### src/common/dce_pkg.sv
// Functional notes
// - Comparator runs only while its setup bit 15 is one.
// - Bit 14 puts the raw, unsynchronised result onto its output pin.
// - Result bit 8 is plus above minus, flipped when bit 13 is set.
// - Bit 12 set selects the comparator's low-power mode.
// - Chosen event sets flag bit 9; further triggers blocked until cleared.
// - Edge select 11 gives an event on any result change.
// - Edge select 10: falling edge, or rising when inverted.
// - Edge select 01: rising edge, or falling when inverted.
// - Edge select 00 gives no trigger, event or interrupt.
// - Bit 4 picks ladder output, else input pin A, for plus input.
// - Minus select: 11 half band-gap, 10 pin D, 01 pin C, 00 pin B.
// - Status bit 15 stops all comparators while the device idles.
// - Status bits 9 and 8 mirror event flags of comparators two and one.
// - Status bits 1 and 0 mirror results of comparators two and one.
// - Ladder has two ranges of sixteen levels, chosen by four bits.
// - Ladder bit 7 powers the reference circuit on.
// - Ladder bit 6 connects the reference level to its pin.
// - Range bit 5: one set gives span/24 steps, else quarter plus span/32.
// - Source bit 4: external reference pins with offset, else analog supplies.
`default_nettype none
package dce_pkg;
	localparam int unsigned ADDR_W = 2;
	localparam int unsigned DATA_W = 16;
	localparam logic [ADDR_W-1:0] ADDR_SETUP_ONE = 2'h0;
	localparam logic [ADDR_W-1:0] ADDR_SETUP_TWO = 2'h1;
	localparam logic [ADDR_W-1:0] ADDR_STATUS = 2'h2;
	localparam logic [ADDR_W-1:0] ADDR_LADDER = 2'h3;
	localparam int unsigned BIT_ON = 15;
	localparam int unsigned BIT_PIN_DRIVE = 14;
	localparam int unsigned BIT_INVERT = 13;
	localparam int unsigned BIT_LOW_POWER = 12;
	localparam int unsigned BIT_EVENT = 9;
	localparam int unsigned BIT_RESULT = 8;
	localparam int unsigned BIT_EDGE_HI = 7;
	localparam int unsigned BIT_EDGE_LO = 6;
	localparam int unsigned BIT_PLUS_SEL = 4;
	localparam int unsigned BIT_MINUS_HI = 1;
	localparam int unsigned BIT_MINUS_LO = 0;
	localparam int unsigned BIT_IDLE_STOP = 15;
	localparam int unsigned BIT_EVT_MIRROR_ONE = 8;
	localparam int unsigned BIT_OUT_MIRROR_ONE = 0;
	localparam int unsigned BIT_LADDER_POWER = 7;
	localparam int unsigned BIT_LADDER_PIN = 6;
	localparam int unsigned BIT_LADDER_RANGE = 5;
	localparam int unsigned BIT_LADDER_SOURCE = 4;
	localparam int unsigned LADDER_LEVEL_W = 4;
	localparam logic [DATA_W-1:0] SETUP_WMASK = 16'hf2d3;
	localparam logic [DATA_W-1:0] LADDER_WMASK = 16'h00ff;
	localparam logic [DATA_W-1:0] RESET_VALUE = 16'h0000;
	localparam logic [1:0] EDGE_NONE = 2'h0;
	localparam logic [1:0] EDGE_RISE = 2'h1;
	localparam logic [1:0] EDGE_FALL = 2'h2;
	localparam logic [1:0] EDGE_ANY = 2'h3;
	localparam logic [1:0] MINUS_PIN_B = 2'h0;
	localparam logic [1:0] MINUS_PIN_C = 2'h1;
	localparam logic [1:0] MINUS_PIN_D = 2'h2;
	localparam logic [1:0] MINUS_HALF_BANDGAP = 2'h3;
	localparam int unsigned NUM_CMP = 2;
	localparam int unsigned SYNC_STAGES = 3;
endpackage
`default_nettype wire

### src/hw/dce_sync.sv
`default_nettype none
// Three-stage pin synchroniser; output changes once stages two and three agree
module dce_sync (
	input wire logic clock,
	input wire logic rst_n,
	input wire logic async_in,
	output logic sync_out
);
	logic [dce_pkg::SYNC_STAGES-1:0] stage_q;
	always_ff @(posedge clock or negedge rst_n) begin
		if (!rst_n) begin
			stage_q <= '0;
		end else begin
			stage_q <= {stage_q[dce_pkg::SYNC_STAGES-2:0], async_in};
		end
	end
	always_ff @(posedge clock or negedge rst_n) begin
		if (!rst_n) begin
			sync_out <= 1'b0;
		end else if (stage_q[1] == stage_q[2]) begin
			sync_out <= stage_q[2];
		end
	end
endmodule
`default_nettype wire

### src/hw/dce_top.sv
// The plain strobed port and the address map were left to the implementer.
`default_nettype none
// Digital control for two comparators and a reference ladder
module dce_top (
	input wire logic clock,
	input wire logic rst_n,
	input wire logic [dce_pkg::ADDR_W-1:0] reg_addr,
	input wire logic [dce_pkg::DATA_W-1:0] reg_wdata,
	input wire logic reg_write,
	input wire logic reg_read,
	output logic [dce_pkg::DATA_W-1:0] reg_rdata,
	input wire logic device_idle,
	input wire logic [dce_pkg::NUM_CMP-1:0] analog_result,
	output logic [dce_pkg::NUM_CMP-1:0] cmp_power,
	output logic [dce_pkg::NUM_CMP-1:0] cmp_low_power,
	output logic [dce_pkg::NUM_CMP-1:0] plus_select_ladder,
	output logic [1:0] minus_select_one,
	output logic [1:0] minus_select_two,
	output logic [dce_pkg::NUM_CMP-1:0] result_pin,
	output logic [dce_pkg::NUM_CMP-1:0] result_pin_oe,
	output logic ladder_power,
	output logic ladder_pin_drive,
	output logic ladder_range,
	output logic ladder_source,
	output logic [dce_pkg::LADDER_LEVEL_W-1:0] ladder_level,
	output logic [dce_pkg::NUM_CMP-1:0] event_irq,
	output logic [dce_pkg::NUM_CMP-1:0] event_trigger
);
	logic [dce_pkg::DATA_W-1:0] setup_q [dce_pkg::NUM_CMP];
	logic [dce_pkg::DATA_W-1:0] ladder_q;
	logic idle_stop_q;
	logic [dce_pkg::NUM_CMP-1:0] result_q;
	logic [dce_pkg::NUM_CMP-1:0] event_q;
	logic [dce_pkg::NUM_CMP-1:0] event_prev_q;
	logic [dce_pkg::NUM_CMP-1:0] running;
	logic [dce_pkg::NUM_CMP-1:0] raw_result;
	logic [dce_pkg::NUM_CMP-1:0] sync_result;
	logic [dce_pkg::NUM_CMP-1:0] event_hit;
	logic [dce_pkg::NUM_CMP-1:0] setup_write;
	logic [dce_pkg::DATA_W-1:0] rdata_d;
	logic [dce_pkg::DATA_W-1:0] status_word;
	logic idle_sync;
	dce_sync u_idle_sync (
		.clock(clock),
		.rst_n(rst_n),
		.async_in(device_idle),
		.sync_out(idle_sync)
	);
	// All comparators halt in idle when the stop bit is set
	always_comb begin
		for (int k = 0; k < dce_pkg::NUM_CMP; k++) begin
			running[k] = setup_q[k][dce_pkg::BIT_ON] && !(idle_stop_q && idle_sync);
		end
	end
	assign setup_write[0] = reg_write && (reg_addr == dce_pkg::ADDR_SETUP_ONE);
	assign setup_write[1] = reg_write && (reg_addr == dce_pkg::ADDR_SETUP_TWO);
	genvar i;
	generate
		for (i = 0; i < dce_pkg::NUM_CMP; i++) begin : g_cmp
			logic inv;
			logic [1:0] edge_sel;
			logic rise;
			logic fall;
			assign inv = setup_q[i][dce_pkg::BIT_INVERT];
			assign edge_sel = setup_q[i][dce_pkg::BIT_EDGE_HI:dce_pkg::BIT_EDGE_LO];
			// Raw analog result with polarity, gated by enable
			assign raw_result[i] = running[i] && (analog_result[i] ^ inv);
			// Unsynchronised path to the pin
			assign result_pin[i] = raw_result[i];
			assign result_pin_oe[i] = setup_q[i][dce_pkg::BIT_PIN_DRIVE];
			assign cmp_power[i] = running[i];
			assign cmp_low_power[i] = setup_q[i][dce_pkg::BIT_LOW_POWER];
			assign plus_select_ladder[i] = setup_q[i][dce_pkg::BIT_PLUS_SEL];
			dce_sync u_res_sync (
				.clock(clock),
				.rst_n(rst_n),
				.async_in(raw_result[i]),
				.sync_out(sync_result[i])
			);
			assign rise = !result_q[i] && sync_result[i];
			assign fall = result_q[i] && !sync_result[i];
			// Edges are judged on the polarity-applied output; inversion swaps the edge that counts
			always_comb begin
				case (edge_sel)
					dce_pkg::EDGE_ANY: event_hit[i] = rise || fall;
					dce_pkg::EDGE_FALL: event_hit[i] = inv ? rise : fall;
					dce_pkg::EDGE_RISE: event_hit[i] = inv ? fall : rise;
					dce_pkg::EDGE_NONE: event_hit[i] = 1'b0;
					default: event_hit[i] = 1'b0;
				endcase
			end
			always_ff @(posedge clock or negedge rst_n) begin
				if (!rst_n) begin
					result_q[i] <= 1'b0;
				end else begin
					result_q[i] <= sync_result[i];
				end
			end
			// Set wins over a software clear in the same cycle
			always_ff @(posedge clock or negedge rst_n) begin
				if (!rst_n) begin
					event_q[i] <= 1'b0;
				end else if (running[i] && event_hit[i]) begin
					event_q[i] <= 1'b1;
				end else if (setup_write[i]) begin
					event_q[i] <= reg_wdata[dce_pkg::BIT_EVENT];
				end
			end
			always_ff @(posedge clock or negedge rst_n) begin
				if (!rst_n) begin
					event_prev_q[i] <= 1'b0;
				end else begin
					event_prev_q[i] <= event_q[i];
				end
			end
			// Pulse only on the flag's rising edge; a set flag blocks more
			assign event_irq[i] = event_q[i] && !event_prev_q[i];
			assign event_trigger[i] = event_q[i] && !event_prev_q[i];
			always_ff @(posedge clock or negedge rst_n) begin
				if (!rst_n) begin
					setup_q[i] <= dce_pkg::RESET_VALUE;
				end else if (setup_write[i]) begin
					setup_q[i] <= reg_wdata & dce_pkg::SETUP_WMASK;
				end
			end
		end
	endgenerate
	assign minus_select_one = setup_q[0][dce_pkg::BIT_MINUS_HI:dce_pkg::BIT_MINUS_LO];
	assign minus_select_two = setup_q[1][dce_pkg::BIT_MINUS_HI:dce_pkg::BIT_MINUS_LO];
	always_ff @(posedge clock or negedge rst_n) begin
		if (!rst_n) begin
			idle_stop_q <= 1'b0;
		end else if (reg_write && reg_addr == dce_pkg::ADDR_STATUS) begin
			idle_stop_q <= reg_wdata[dce_pkg::BIT_IDLE_STOP];
		end
	end
	always_ff @(posedge clock or negedge rst_n) begin
		if (!rst_n) begin
			ladder_q <= dce_pkg::RESET_VALUE;
		end else if (reg_write && reg_addr == dce_pkg::ADDR_LADDER) begin
			ladder_q <= reg_wdata & dce_pkg::LADDER_WMASK;
		end
	end
	assign ladder_power = ladder_q[dce_pkg::BIT_LADDER_POWER];
	assign ladder_pin_drive = ladder_q[dce_pkg::BIT_LADDER_PIN];
	assign ladder_range = ladder_q[dce_pkg::BIT_LADDER_RANGE];
	assign ladder_source = ladder_q[dce_pkg::BIT_LADDER_SOURCE];
	assign ladder_level = ladder_q[dce_pkg::LADDER_LEVEL_W-1:0];
	always_comb begin
		status_word = dce_pkg::RESET_VALUE;
		status_word[dce_pkg::BIT_IDLE_STOP] = idle_stop_q;
		status_word[dce_pkg::BIT_EVT_MIRROR_ONE +: dce_pkg::NUM_CMP] = event_q;
		status_word[dce_pkg::BIT_OUT_MIRROR_ONE +: dce_pkg::NUM_CMP] = result_q;
	end
	always_comb begin
		rdata_d = dce_pkg::RESET_VALUE;
		case (reg_addr)
			dce_pkg::ADDR_SETUP_ONE: begin
				rdata_d = setup_q[0];
				rdata_d[dce_pkg::BIT_EVENT] = event_q[0];
				rdata_d[dce_pkg::BIT_RESULT] = result_q[0];
			end
			dce_pkg::ADDR_SETUP_TWO: begin
				rdata_d = setup_q[1];
				rdata_d[dce_pkg::BIT_EVENT] = event_q[1];
				rdata_d[dce_pkg::BIT_RESULT] = result_q[1];
			end
			dce_pkg::ADDR_STATUS: rdata_d = status_word;
			dce_pkg::ADDR_LADDER: rdata_d = ladder_q;
			default: rdata_d = dce_pkg::RESET_VALUE;
		endcase
	end
	always_ff @(posedge clock or negedge rst_n) begin
		if (!rst_n) begin
			reg_rdata <= dce_pkg::RESET_VALUE;
		end else if (reg_read) begin
			reg_rdata <= rdata_d;
		end else begin
			reg_rdata <= dce_pkg::RESET_VALUE;
		end
	end
endmodule
`default_nettype wire

### config.mk
export PLATFORM = sky130hd
export DESIGN_NAME = dce_top
export DESIGN_NICKNAME = d
export VERILOG_FILES = /design/src/common/dce_pkg.sv /design/src/hw/dce_sync.sv /design/src/hw/dce_top.sv
export SDC_FILE = /design/constraint.sdc
export NUM_CORES = 1
export LEC_CHECK = 0
export ABC_CLOCK_PERIOD_IN_PS = 1300
export BUFFER_PORTS_ARGS = -buffer_cell sky130_fd_sc_hd__buf_2
export CORE_MARGIN = 2
export CORE_UTILIZATION = 37
export DETAILED_ROUTE_END_ITERATION = 7
export PLACE_DENSITY_LB_ADDON = 0.25
export SETUP_SLACK_MARGIN = 0.02
export SYNTH_ARGS = -nofsm -noshare
export SYNTH_HDL_FRONTEND = slang
export SYNTH_SLANG_ARGS = --single-unit
### constraint.sdc
create_clock -name clock -period 1.3 [get_ports clock]
set_input_delay 0.13 -clock clock [delete_from_list [all_inputs] [get_ports clock]]
set_output_delay 0.13 -clock clock [all_outputs]
set_load 0.05 [all_outputs]
* After elaboration in Yosys (flattened, before gate mapping)
Cells that the tools add are included.
** Word-level totals
- Register bits :: 63
- Input port bits :: 25
- Output and inout port bits :: 42
** Operators by class
- Equality and inequality tests :: 12
- Multiplexer cells :: 12
- Bitwise logic cells :: 2
- Reductions and logical operators :: 31
** Operators by type and width (number)
- one-hot mux 16 bit (4 select lines) :: 1
- logical AND 1 bit :: 17
- 2-to-1 mux 16 bit :: 1
- equality test 2 bit (second input constant) :: 6
- 2-to-1 mux 1 bit :: 8
- one-hot mux 1 bit (4 select lines) :: 2
- logical NOT 1 bit :: 7
- equality test 2 x 1 -> 1 bit (second input constant) :: 3
- logical NOT 2 bit :: 3
- nonzero test 2 bit :: 2
- equality test 1 bit :: 3
- logical OR 1 bit :: 2
- bitwise XOR 1 bit :: 2

* Depth between registers and ports, before layout
Gate-level depths: netlist of the first run.
- Depth after elaboration :: 6
- Depth in mapped cells :: 5
- Gate-level depth less buffers :: 5

* Modules after synthesis
A second synthesis of the first run with hierarchy kept.
** Unflattened totals
- Cell total of the unflattened synthesis :: 185
- Area total of the unflattened synthesis :: 2573.7 um2
** Modules (own cells, without submodules)
- dce_top :: instances 1, cells each 170, area each 2239.6 um2
- dce_sync :: instances 3, cells each 5, area each 111.4 um2

* Worst setup path after synthesis of the first run
OpenSTA, ideal clock, no wires.
- Path kind :: reg2out
- Start point :: reg event_q[1] in the netlist's numbering
- End point :: out event_trigger[1] in the netlist's numbering
- Arrival :: 1458 ps
- Data required time :: 1170 ps
- Path slack :: -288 ps
- Stages on the path, launching flop included :: 3
- Cells stage by stage :: dfrtp_1 -> nor2b_1 -> buf_4
** On the way
- Cells in the longest elaborated chain, start to end :: 1
** RTL lines
- start, declared :: line dce_top.sv:33 : logic [dce_pkg::NUM_CMP-1:0] event_q;
- start signal, assigned by index :: line dce_top.sv:106 : event_q[i] <= reg_wdata[dce_pkg::BIT_EVENT];
- logical AND 1 bit
- end, declared :: line dce_top.sv:27 : output logic [dce_pkg::NUM_CMP-1:0] event_trigger
No other way between the ends.

* Final worst setup path of the first run
- Start point :: reg u_idle_sync.sync_out
- End point :: out result_pin[1] in the netlist's numbering
** On the way
- Cells in the longest elaborated chain, start to end :: 4
** RTL lines
- start, declared :: line dce_sync.sv:7 : output logic sync_out
- start signal, assigned :: line dce_sync.sv:21 : sync_out <= stage_q[2];
- logical AND 1 bit :: line dce_top.sv:52 : running[k] = setup_q[k][dce_pkg::BIT_ON] && !(idle_stop_q && idle_sync);
- logical NOT 1 bit :: line dce_top.sv:52
- logical AND 1 bit :: line dce_top.sv:52
- logical AND 1 bit :: line dce_top.sv:67 : assign raw_result[i] = running[i] && (analog_result[i] ^ inv);
- end, declared :: line dce_top.sv:19 : output logic [dce_pkg::NUM_CMP-1:0] result_pin,
No other way between the ends.

==> impl_metrics.csv, run 1 <==
group,metric,value,unit
run_status,status,"finished with violations",
run_status,violations,"setup timing",
clock_tree,cts_root_buf,"clkbuf_8",
placement,gp_congestion,0.761,
yosys,ys.flop_type,"dfrtp_1",
routing,vias,1664,
yosys,synth_edf_count,0,
setup_path,critPathCaptureType,"primary output",
timing,fin_crit_sh,104,%
clock_tree,cts_tree,"done",
min_path,hp-class,"in -> reg",
yosys,yosys-top-cells-area,"dfrtp_1 (57%), mux2_1 (8.3%), buf_4 (5.5%)",
floorplanning,coreArea,0.00679,sq mm
floorplanning,die_y,87.6,um
clock_tree,cts.sinks,59,
grt,gr-usage-met3,3.20,%
yosys,netlist_top_cells_count,"dfrtp_1 (59), buf_4 (19), mux2_1 (19), mux2i_1 (9), mux2_4 (8)",
routing,drc,0,
setup_path,worstReg2RegStart,"result_q[1]$_DFF_PN0_",
setup_path,critPathLaunch,"u_idle_sync.sync_out$_DFFE_PN0N_",
grt,antenna_found_initial,0,
clock_tree,clk_transition_reported_paths,70,ps
yosys,synth_cells,187,
timing,setup_viol,2,
floorplanning,io_pins,67,
timing,setup_tns,-100,ps
yosys,synth.most_common_cell,"dfrtp_1",
timing,slew_viol_final,0,
pwr,ir_drop,0.000673,V
finish,fin_util,50.4,%
routing,drt-total-wl,5350,um
setup_path,crit_fanout,3,
finish,drive_gt1_share,51.3,%
timing,max_freq,739,MHz
timing,finalClockSkew,8.85,ps
pwr,p_leak,1.70,nW
pwr,power,5.79,mW
grt,grt_usage,14.7,%
yosys,synth-seq-cells,59,
yosys,async_flop_share,100,%
timing,rsz0062_at_grt,"yes",
clock_tree,clk_path_buf_depth,2,
finish,n_antenna_cell,0,
timing,finalWorstSetupSlack,-52.4,ps
grt,grt_max_degree,24,
yosys,synth_top_area_cell,"dfrtp_1",
floorplanning,start_util,38.0,%
finish,nets,295,
grt,grt_use_met1,19.9,%
finish,area_growth,32.4,%
yosys,ys_seq_area_share,57.1,%
run,max_cap_viol_count,0,
yosys,yosys_warnings,0,
floorplanning,die-area,0.00767,sq mm
min_path,hp-start,"reg_wdata[14]",
clock_tree,cts_buffers,9,
grt,first_global_vias,1652,
setup_path,critPathRequiredTime,1170,ps
setup_path,cp-start-kind,"flop",
pwr,p_per_area,1690,mW/mm^2
setup_path,critical_path_class,"reg -> out",
floorplanning,die_w,87.6,um
clock_tree,insertion_delay,330,ps
yosys,synth_top_area_share,57.1,%
placement,dp_hpwl,3650,um
routing,via_per_inst,4.53,
yosys,syn_area,0.00258,sq mm
grt,grt_overflow,0,
floorplanning,rows,30,
routing,drt_iter0_markers,65,
setup_path,worstPathArrival,1220,ps
yosys,syn_avg_cell_area,13.8,sq um
yosys,ys_types,33,
finish,num-fill-cells,623,
grt,grt.busiest_layer,"met2",
timing,period_needed,1350,ps
routing,postRouteAntennaNets,0,
grt,grt.met2_usage,22.5,%
routing,wl_per_cell,14.6,um
grt,grt_pass1_wl,8340,um
timing,finalHoldViolCount,0,
routing,first_pass_iters,4,
clock_tree,cts_max_level,3,
placement,portBuffers,61,
[routing by layer]
layer  vias to the layer above  wire, um
met2                        46      2570
met3                         6       258
met1                       830      2460
met5                         -         0
met4                         0        59
li1                        782         -
[sequential cells by signal (all words and copies together), names as in the netlist]
register	count
cmp_low_power	2
u_idle_sync.stage_q	3
event_q	2
idle_stop_q	1
g_cmp.u_res_sync.stage_q	6
plus_select_ladder	2
setup_q	2
g_cmp.u_res_sync.sync_out	2
u_idle_sync.sync_out	1
reg_rdata	14
minus_select_two	2
minus_select_one	2
ladder_q	8
g_cmp.edge_sel	4
result_q	2
g_cmp.inv	2
event_prev_q	2
result_pin_oe	2
[stage by stage]
stage	instances	hold slack [ps]	setup slack, ps	cell area [sq um]
floorplan	188	-166	10.3	2600
global placement	335	-20.1	-9.00	2990
detailed placement	335	-20.2	-53.9	2990
CTS	359	14.5	-40.9	3290
global route	367	16.2	-112	3420
finish	367	26.0	-52.4	3420
[report_power, final]
group          switching, mW  internal [mW]
Clock                  0.695          0.741
Combinational           1.24          0.754
Sequential             0.222           2.14
Total                   2.15           3.63
[final cells by class]
class / instances / area (sq um) / share of cell area (%)
Tap cell: 96 / 120 / 3.51
Clock buffer: 12 / 145 / 4.24
Timing Repair Buffer: 90 / 623 / 18.2
Clock inverter: 4 / 26.3 / 0.768
Sequential cell: 59 / 1480 / 43.3
Multi-Input combinational cell: 100 / 1000 / 29.3
Inverter: 6 / 22.5 / 0.658
[cells in the final DEF (no fill, tap or decap), types with 4 or more instances in the layout]
cell type,count
clkbuf_8,10
dfrtp_1,55
mux2i_1,9
dfrtp_2,4
inv_1,4
and3_1,4
mux2_1,19
buf_6,4
mux2_4,8
buf_4,24
and2_1,5
buf_2,53
[worst max-delay path, stage by stage, from the launching register on]
cell and delay (ps):
dfrtp_1 400, nand2_2 130, nand2_4 80, nor2_4 130, buf_8 150
[cells by family (layout without fill, tap and decap cells)]
group	count (synthesis)	in the layout	share of synthesized area, %
other cells	1	2	0.145
simple gates	35	35	8.52
fa+ha+maj	7	7	3.10
compound gates	14	14	3.92
xor+xnor	2	2	0.678
mux	40	40	19.0
buf+inv	29	112	7.50
flops	59	59	57.1
[worst paths after layout]
path                       slack (ps)  cells past startpoint                                  endpoint
max                               -50                      4                             result_pin[1]
min                                30                      2              result_pin_oe[0]$_DFFE_PN0P_
max reg2reg                         0                      5                    event_q[1]$_DFFE_PN0P_
min reg2reg                       350                      0  g_cmp[0].u_res_sync.stage_q[1]$_DFF_PN0_
max in group asynchronous         630                      3                  g_cmp[0].inv$_DFFE_PN0P_
min in group asynchronous         170                      2                    reg_rdata[0]$_DFF_PN0_
[what timing repair did]
action / CTS / global route
pin swaps: 4 / 8
gates cloned: 0 / 0
resized for setup: 22 / 19
hold endpoints to repair: 60 / 0
setup endpoints to repair: 10 / 10
setup buffers: 6 / 8
hold buffers: 2 / 0
Power figures use the tool's default switching activity.
==> inputs of run 2 (changes only) <==
--- a/config.mk
+++ b/config.mk
@@ -10,7 +10,7 @@
 export CORE_MARGIN = 2
 export CORE_UTILIZATION = 37
 export DETAILED_ROUTE_END_ITERATION = 7
-export PLACE_DENSITY_LB_ADDON = 0.25
+export PLACE_DENSITY = 0.69
 export SETUP_SLACK_MARGIN = 0.02
 export SYNTH_ARGS = -nofsm -noshare
 export SYNTH_HDL_FRONTEND = slang
==> run 2 against run 1 <==
Compared with the run above: largest power group unchanged; setup slack improved by 23 ps; maximum frequency rose by 1.7%; clock-buffer cell count fell by 1; the run still ends with setup timing left.
==> impl_metrics.csv, run 2 (synthesized netlist as in run 1, its figures left out) <==
group,metric,value,unit
pwr,power,6.35,mW
placement,gp_congestion,0.705,
setup_path,r2r_slack,-30,ps
timing,period_needed,1330,ps
timing,slew_viol_final,0,
finish,final_common_cell,"dfrtp_1",
finish,n_antenna_cell,0,
pwr,p_leak,1.72,nW
run_status,violations,"setup timing",
pwr,ir_drop,0.000510,V
grt,grt_max_degree,60,
setup_path,critPathTopFamily,"flip-flops",
routing,first_pass_iters,4,
finish,largest_reg_flops,14,
floorplanning,die_w,87.6,um
min_path,worstHoldPathCells,2,
finish,area_growth,34.0,%
finish,fin_util,51.0,%
routing,wl_per_cell,14.1,um
setup_path,crit_path_max_incr_delay,430,ps
timing,rsz0062_at_grt,"yes",
finish,nets,294,
pwr,p_sw,2.16,mW
floorplanning,coreArea,0.00679,sq mm
placement,placed_cells,334,
pwr,clockPowerShare,31.7,%
clock_tree,clk_transition_reported_paths,60,ps
routing,drc,0,
floorplanning,rows,30,
timing,hold_slack,23.1,ps
clock_tree,cts_root_buf,"clkbuf_8",
placement,portBuffers,61,
setup_path,critical_path_class,"reg -> out",
finish,final_cell_mix,"dfrtp_1 (55), buf_2 (53), buf_4 (29)",
clock_tree,cts.sinks,59,
setup_path,cp.depth,3,
setup_path,crit_fanout,2,
finish,top_register,"reg_rdata",
timing,finalClockSkew,5.85,ps
finish,final_area,0.00346,sq mm
clock_tree,cts_tree,"done",
finish,stdcell_count,366,
routing,via_per_inst,4.50,
setup_path,critPathCaptureType,"primary output",
grt,grt_pass1_wl,8200,um
run,max_cap_viol_count,0,
grt,first_global_vias,1640,
pwr,internal_power,4.20,mW
floorplanning,die-area,0.00767,sq mm
grt,grt_usage,14.5,%
pwr,p_comb_share,31.4,%
pwr,p_per_area,1830,mW/mm^2
min_path,hp-class,"in -> reg",
grt,antenna_found_initial,0,
setup_path,worstPathArrival,1200,ps
clock_tree,insertion_delay,340,ps
routing,drt_iter0_markers,61,
setup_path,crit_chain,"xnor2_2 > nor2_4 > buf_8",
timing,finalHoldViolCount,0,
routing,postRouteAntennaNets,0,
pwr,power_switching_share,33.9,%
setup_path,critPathSlowestCell,"dfrtp_2",
timing,max_freq,752,MHz
timing,finalWorstSetupSlack,-29.6,ps
clock_tree,cts_max_level,3,
finish,drive_gt1_share,51.1,%
finish,largestRegisters,"reg_rdata: 14 flops, ladder_q: 8 flops, g_cmp.u_res_sync.stage_q: 6 flops",
placement,placed_area,0.00295,sq mm
floorplanning,die_y,87.6,um
clock_tree,cts_buffers,9,
floorplanning,io_pins,67,
setup_path,r2r_cells,5,
timing,setup_viol,3,
timing,fin_crit_sh,102,%
setup_path,critPathRequiredTime,1170,ps
placement,dp_hpwl,3570,um
routing,vias,1646,
grt,grt_overflow,0,
run_status,status,"finished with violations",
pwr,p_seq_share,36.9,%
clock_tree,clk_path_buf_depth,2,
setup_path,cp-start-kind,"flop",
floorplanning,start_util,38.0,%
setup_path,path_buf_inv,1,
routing,drt-total-wl,5180,um
-- run 2: cell types whose count changed in the layout (fill, tap and decap cells not counted), sizes merged --
cell | before | now
bufinv | 0 | 3
clkbuf | 13 | 11
clkinv | 3 | 2
clkinvlp | 1 | 0
-- run 2: area by class of cell --
| cell class | instances | area, sq um |
|---|---|---|
| clock buffer | 11 | 141 |
| fill | 603 | 3330 |
| clock inverter | 5 | 100 |
| tap | 96 | 120 |
| inverter | 6 | 22.5 |
| sequential | 59 | 1480 |
| timing repair buffer | 89 | 583 |
| multi-input combinational | 100 | 1020 |
-- run 2: path summary, 6_finish.rpt --
| path | from | to |
|---|---|---|
| max | g_cmp[0].inv$_DFFE_PN0P_ | result_pin[0] |
| min | reg_wdata[2] | ladder_q[2]$_DFFE_PN0P_ |
| max reg2reg | g_cmp[0].u_res_sync.sync_out$_DFFE_PN0N_ | event_q[0]$_DFFE_PN0P_ |
| min reg2reg | u_idle_sync.stage_q[0]$_DFF_PN0_ | u_idle_sync.stage_q[1]$_DFF_PN0_ |
| max in group asynchronous | rst_n | ladder_q[1]$_DFFE_PN0P_ |
| min in group asynchronous | rst_n | reg_rdata[7]$_DFF_PN0_ |
-- run 2: metrics by stage --
stage               setup WS, ps  setup TNS (ps)
global placement            27.4               0
detailed placement         -36.7           -36.7
finish                     -29.6           -76.2
floorplan                   10.3               0
global route               -79.4            -263
CTS                        -32.3           -70.8
-- run 2: layer usage --
layer,vias to the layer above,GRT usage (%),part of all wire (%)
met1,809,19.4,46
met4,0,7.13,1.9
li1,779,-,-
met5,-,0,0
met3,9,3.86,5.6
met2,49,21.8,47
-- run 2: power by group through the flow --
| stage | Clock, mW | Sequential [mW] | Combinational (mW) |
|---|---|---|---|
| 3_5_place_dp | 0 | 2.39 | 1.64 |
| 4_1_cts | 2.06 | 2.34 | 1.95 |
| 3_3_place_gp | 0 | 2.38 | 1.62 |
| 5_1_grt | 2.15 | 2.38 | 2.11 |
| 6_report | 2.01 | 2.35 | 1.99 |
| 2_1_floorplan | 0 | 2.64 | 1.07 |
-- run 2: worst register-to-register path: cells and delay by family (launching register included) --
family | cells | cell delay, ps
buf+inv | 1 | 60
compound gates | 2 | 270
mux | 1 | 280
flops | 1 | 390
fa+ha+maj | 1 | 210
-- run 2: timing repair --
item / 4_1_cts / 5_1_grt
endpoints found under the setup margin: 10 / 6
endpoints found under the hold margin: 60 / 0
pin swaps: 9 / 1
gates resized for setup: 32 / 6
setup buffers: 12 / 2
hold buffers: 2 / 0
==> inputs of run 3 (changes only) <==
--- a/config.mk
+++ b/config.mk
@@ -8,9 +8,9 @@
 export ABC_CLOCK_PERIOD_IN_PS = 1300
 export BUFFER_PORTS_ARGS = -buffer_cell sky130_fd_sc_hd__buf_2
 export CORE_MARGIN = 2
-export CORE_UTILIZATION = 37
+export CORE_UTILIZATION = 30
 export DETAILED_ROUTE_END_ITERATION = 7
-export PLACE_DENSITY = 0.69
+export PLACE_DENSITY = 0.59
 export SETUP_SLACK_MARGIN = 0.02
 export SYNTH_ARGS = -nofsm -noshare
 export SYNTH_HDL_FRONTEND = slang
==> run 3 against run 2 <==
Compared with the run above: the flow still finishes with violations (setup timing); global-route usage decreased by 2.1 points; sequential cell count unchanged; cell count increased by 1.9%; maximum frequency increased by 0.71%; first-iteration DRC count decreased by 44%; combinational power decreased by 4%; power decreased by 3.1%; wire length increased by 6.3%; hold slack about the same; clock power decreased by 6%; critical path type unchanged; highest routed layer unchanged.
==> impl_metrics.csv, run 3 (synthesized netlist as in run 1, its figures left out) <==
group,metric,value,unit
clock_tree,cts.sinks,59,
pwr,clockPowerShare,30.7,%
clock_tree,clk_path_buf_depth,2,
finish,largest_reg_flops,14,
min_path,hp-class,"in -> reg",
floorplanning,die_y,96.8,um
timing,setup_viol,3,
placement,dp_hpwl,3930,um
placement,placed_cells,348,
setup_path,worstPathArrival,1190,ps
run,max_cap_viol_count,0,
setup_path,critPathTopFamily,"flip-flops",
setup_path,crit_chain,"nand2_2 > nand2_2 > nor2_4 > buf_8",
routing,via_per_inst,4.42,
clock_tree,cts_max_level,3,
floorplanning,die-area,0.00938,sq mm
finish,drive_gt1_share,50.7,%
clock_tree,cts_buffers,9,
timing,finalWorstSetupSlack,-20.3,ps
finish,nets,292,
setup_path,crit_path_max_incr_delay,400,ps
finish,largestRegisters,"reg_rdata: 14 flops, ladder_q: 8 flops, g_cmp.u_res_sync.stage_q: 6 flops",
setup_path,cp-start-kind,"flop",
grt,grt_pass1_wl,9020,um
setup_path,crit_fanout,3,
setup_path,critPathCaptureType,"primary output",
floorplanning,coreArea,0.00830,sq mm
timing,setup_tns,-44.4,ps
grt,antenna_found_initial,0,
timing,hold_slack,22.7,ps
routing,drt_iter0_markers,34,
clock_tree,insertion_delay,330,ps
timing,rsz0062_at_grt,"yes",
pwr,p_comb_share,31.1,%
timing,finalClockSkew,6.05,ps
pwr,p_leak,1.71,nW
finish,fin_util,41.4,%
setup_path,critPathSlowestCell,"dfrtp_1",
timing,period_needed,1320,ps
routing,first_pass_iters,4,
finish,num-fill-cells,793,
pwr,p_sw,2.15,mW
timing,max_freq,757,MHz
finish,top_register,"reg_rdata",
finish,final_area,0.00343,sq mm
grt,first_global_vias,1715,
pwr,p_per_area,1790,mW/mm^2
pwr,internal_power,4.01,mW
placement,gp_congestion,0.788,
run_status,status,"finished with violations",
routing,wl_per_cell,14.7,um
setup_path,worstReg2RegStart,"result_q[1]$_DFF_PN0_",
placement,pre_cts_slack,-51.4,ps
placement,portBuffers,61,
floorplanning,start_util,31.1,%
grt,grt_overflow,0,
run_status,violations,"setup timing",
floorplanning,rows,33,
routing,vias,1648,
setup_path,critical_path_class,"reg -> out",
timing,finalHoldViolCount,0,
timing,fin_crit_sh,102,%
finish,area_growth,32.8,%
pwr,power_switching_share,34.9,%
timing,slew_viol_final,0,
floorplanning,die_w,96.8,um
routing,drc,0,
setup_path,path_buf_inv,1,
clock_tree,cts_tree,"done",
clock_tree,cts_root_buf,"clkbuf_8",
pwr,power,6.16,mW
finish,n_antenna_cell,0,
placement,placed_area,0.00300,sq mm
finish,final_common_cell,"dfrtp_1",
floorplanning,io_pins,67,
clock_tree,clk_transition_reported_paths,60,ps
routing,drt-total-wl,5500,um
setup_path,critPathLaunch,"u_idle_sync.sync_out$_DFFE_PN0N_",
finish,stdcell_count,373,
setup_path,crit_top_cell,"nand2_2",
min_path,hp-start,"reg_wdata[14]",
pwr,ir_drop,0.000586,V
pwr,p_seq_share,38.2,%
setup_path,critPathRequiredTime,1170,ps
routing,postRouteAntennaNets,0,
grt,grt_usage,12.4,%
grt,grt_max_degree,32,
finish,final_cell_mix,"dfrtp_1 (55), buf_2 (53), buf_4 (24)",
[run 3: area by class of cell]
| class | instances | area, sq um | area share (%) |
|---|---|---|---|
| Clock buffer | 11 | 151 | 4.41 |
| Clock inverter | 5 | 75.1 | 2.19 |
| Inverter | 6 | 22.5 | 0.656 |
| Multi-Input combinational cell | 100 | 1000 | 29.1 |
| Sequential cell | 59 | 1480 | 43.1 |
| Tap cell | 105 | 131 | 3.83 |
| Timing Repair Buffer | 87 | 572 | 16.7 |
[run 3: final timing paths]
path                            slack, ps                                        to  cells after the start
worst max-delay path                  -20                             result_pin[0]                      4
worst min-delay path                   20              result_pin_oe[1]$_DFFE_PN0P_                      2
worst max register to register        -10                    event_q[1]$_DFFE_PN0P_                      4
worst min register to register        350  g_cmp[0].u_res_sync.stage_q[1]$_DFF_PN0_                      0
max in group asynchronous             570                  g_cmp[0].inv$_DFFE_PN0P_                      3
min in group asynchronous             230           minus_select_one[0]$_DFFE_PN0P_                      2
[run 3: what timing repair did]
item / 4_1_cts / 5_1_grt
hold endpoints to repair: 13 / 0
setup endpoints to repair: 10 / 10
pin swaps: 4 / 5
gates resized for setup: 25 / 12
gates cloned: 0 / 0
hold buffers: 2 / 0
setup buffers: 6 / 1
[run 3: worst reg2reg max path, stage by stage, from the launching register on]
cell	delay, ps
dfrtp_1	370
inv_1	50
ha_1	270
and3_1	180
o41ai_1	330
[run 3: power by group through the flow]
stage | logic (mW) | registers, mW | clock network [mW]
after floorplan | 1.07 | 2.64 | 0
after global placement | 1.63 | 2.39 | 0
after detailed placement | 1.65 | 2.40 | 0
after CTS | 1.87 | 2.35 | 1.96
after global routing | 2.03 | 2.40 | 2.04
final | 1.91 | 2.35 | 1.89
[run 3: routing by layer]
layer  vias to the layer above  part of all wire, %  GRT usage (%)
met5                         -                    0              0
met2                        45                   48           18.5
met1                       821                   46           16.1
met3                         6                  5.4           4.62
li1                        776                    -              -
met4                         0                  1.3           5.20
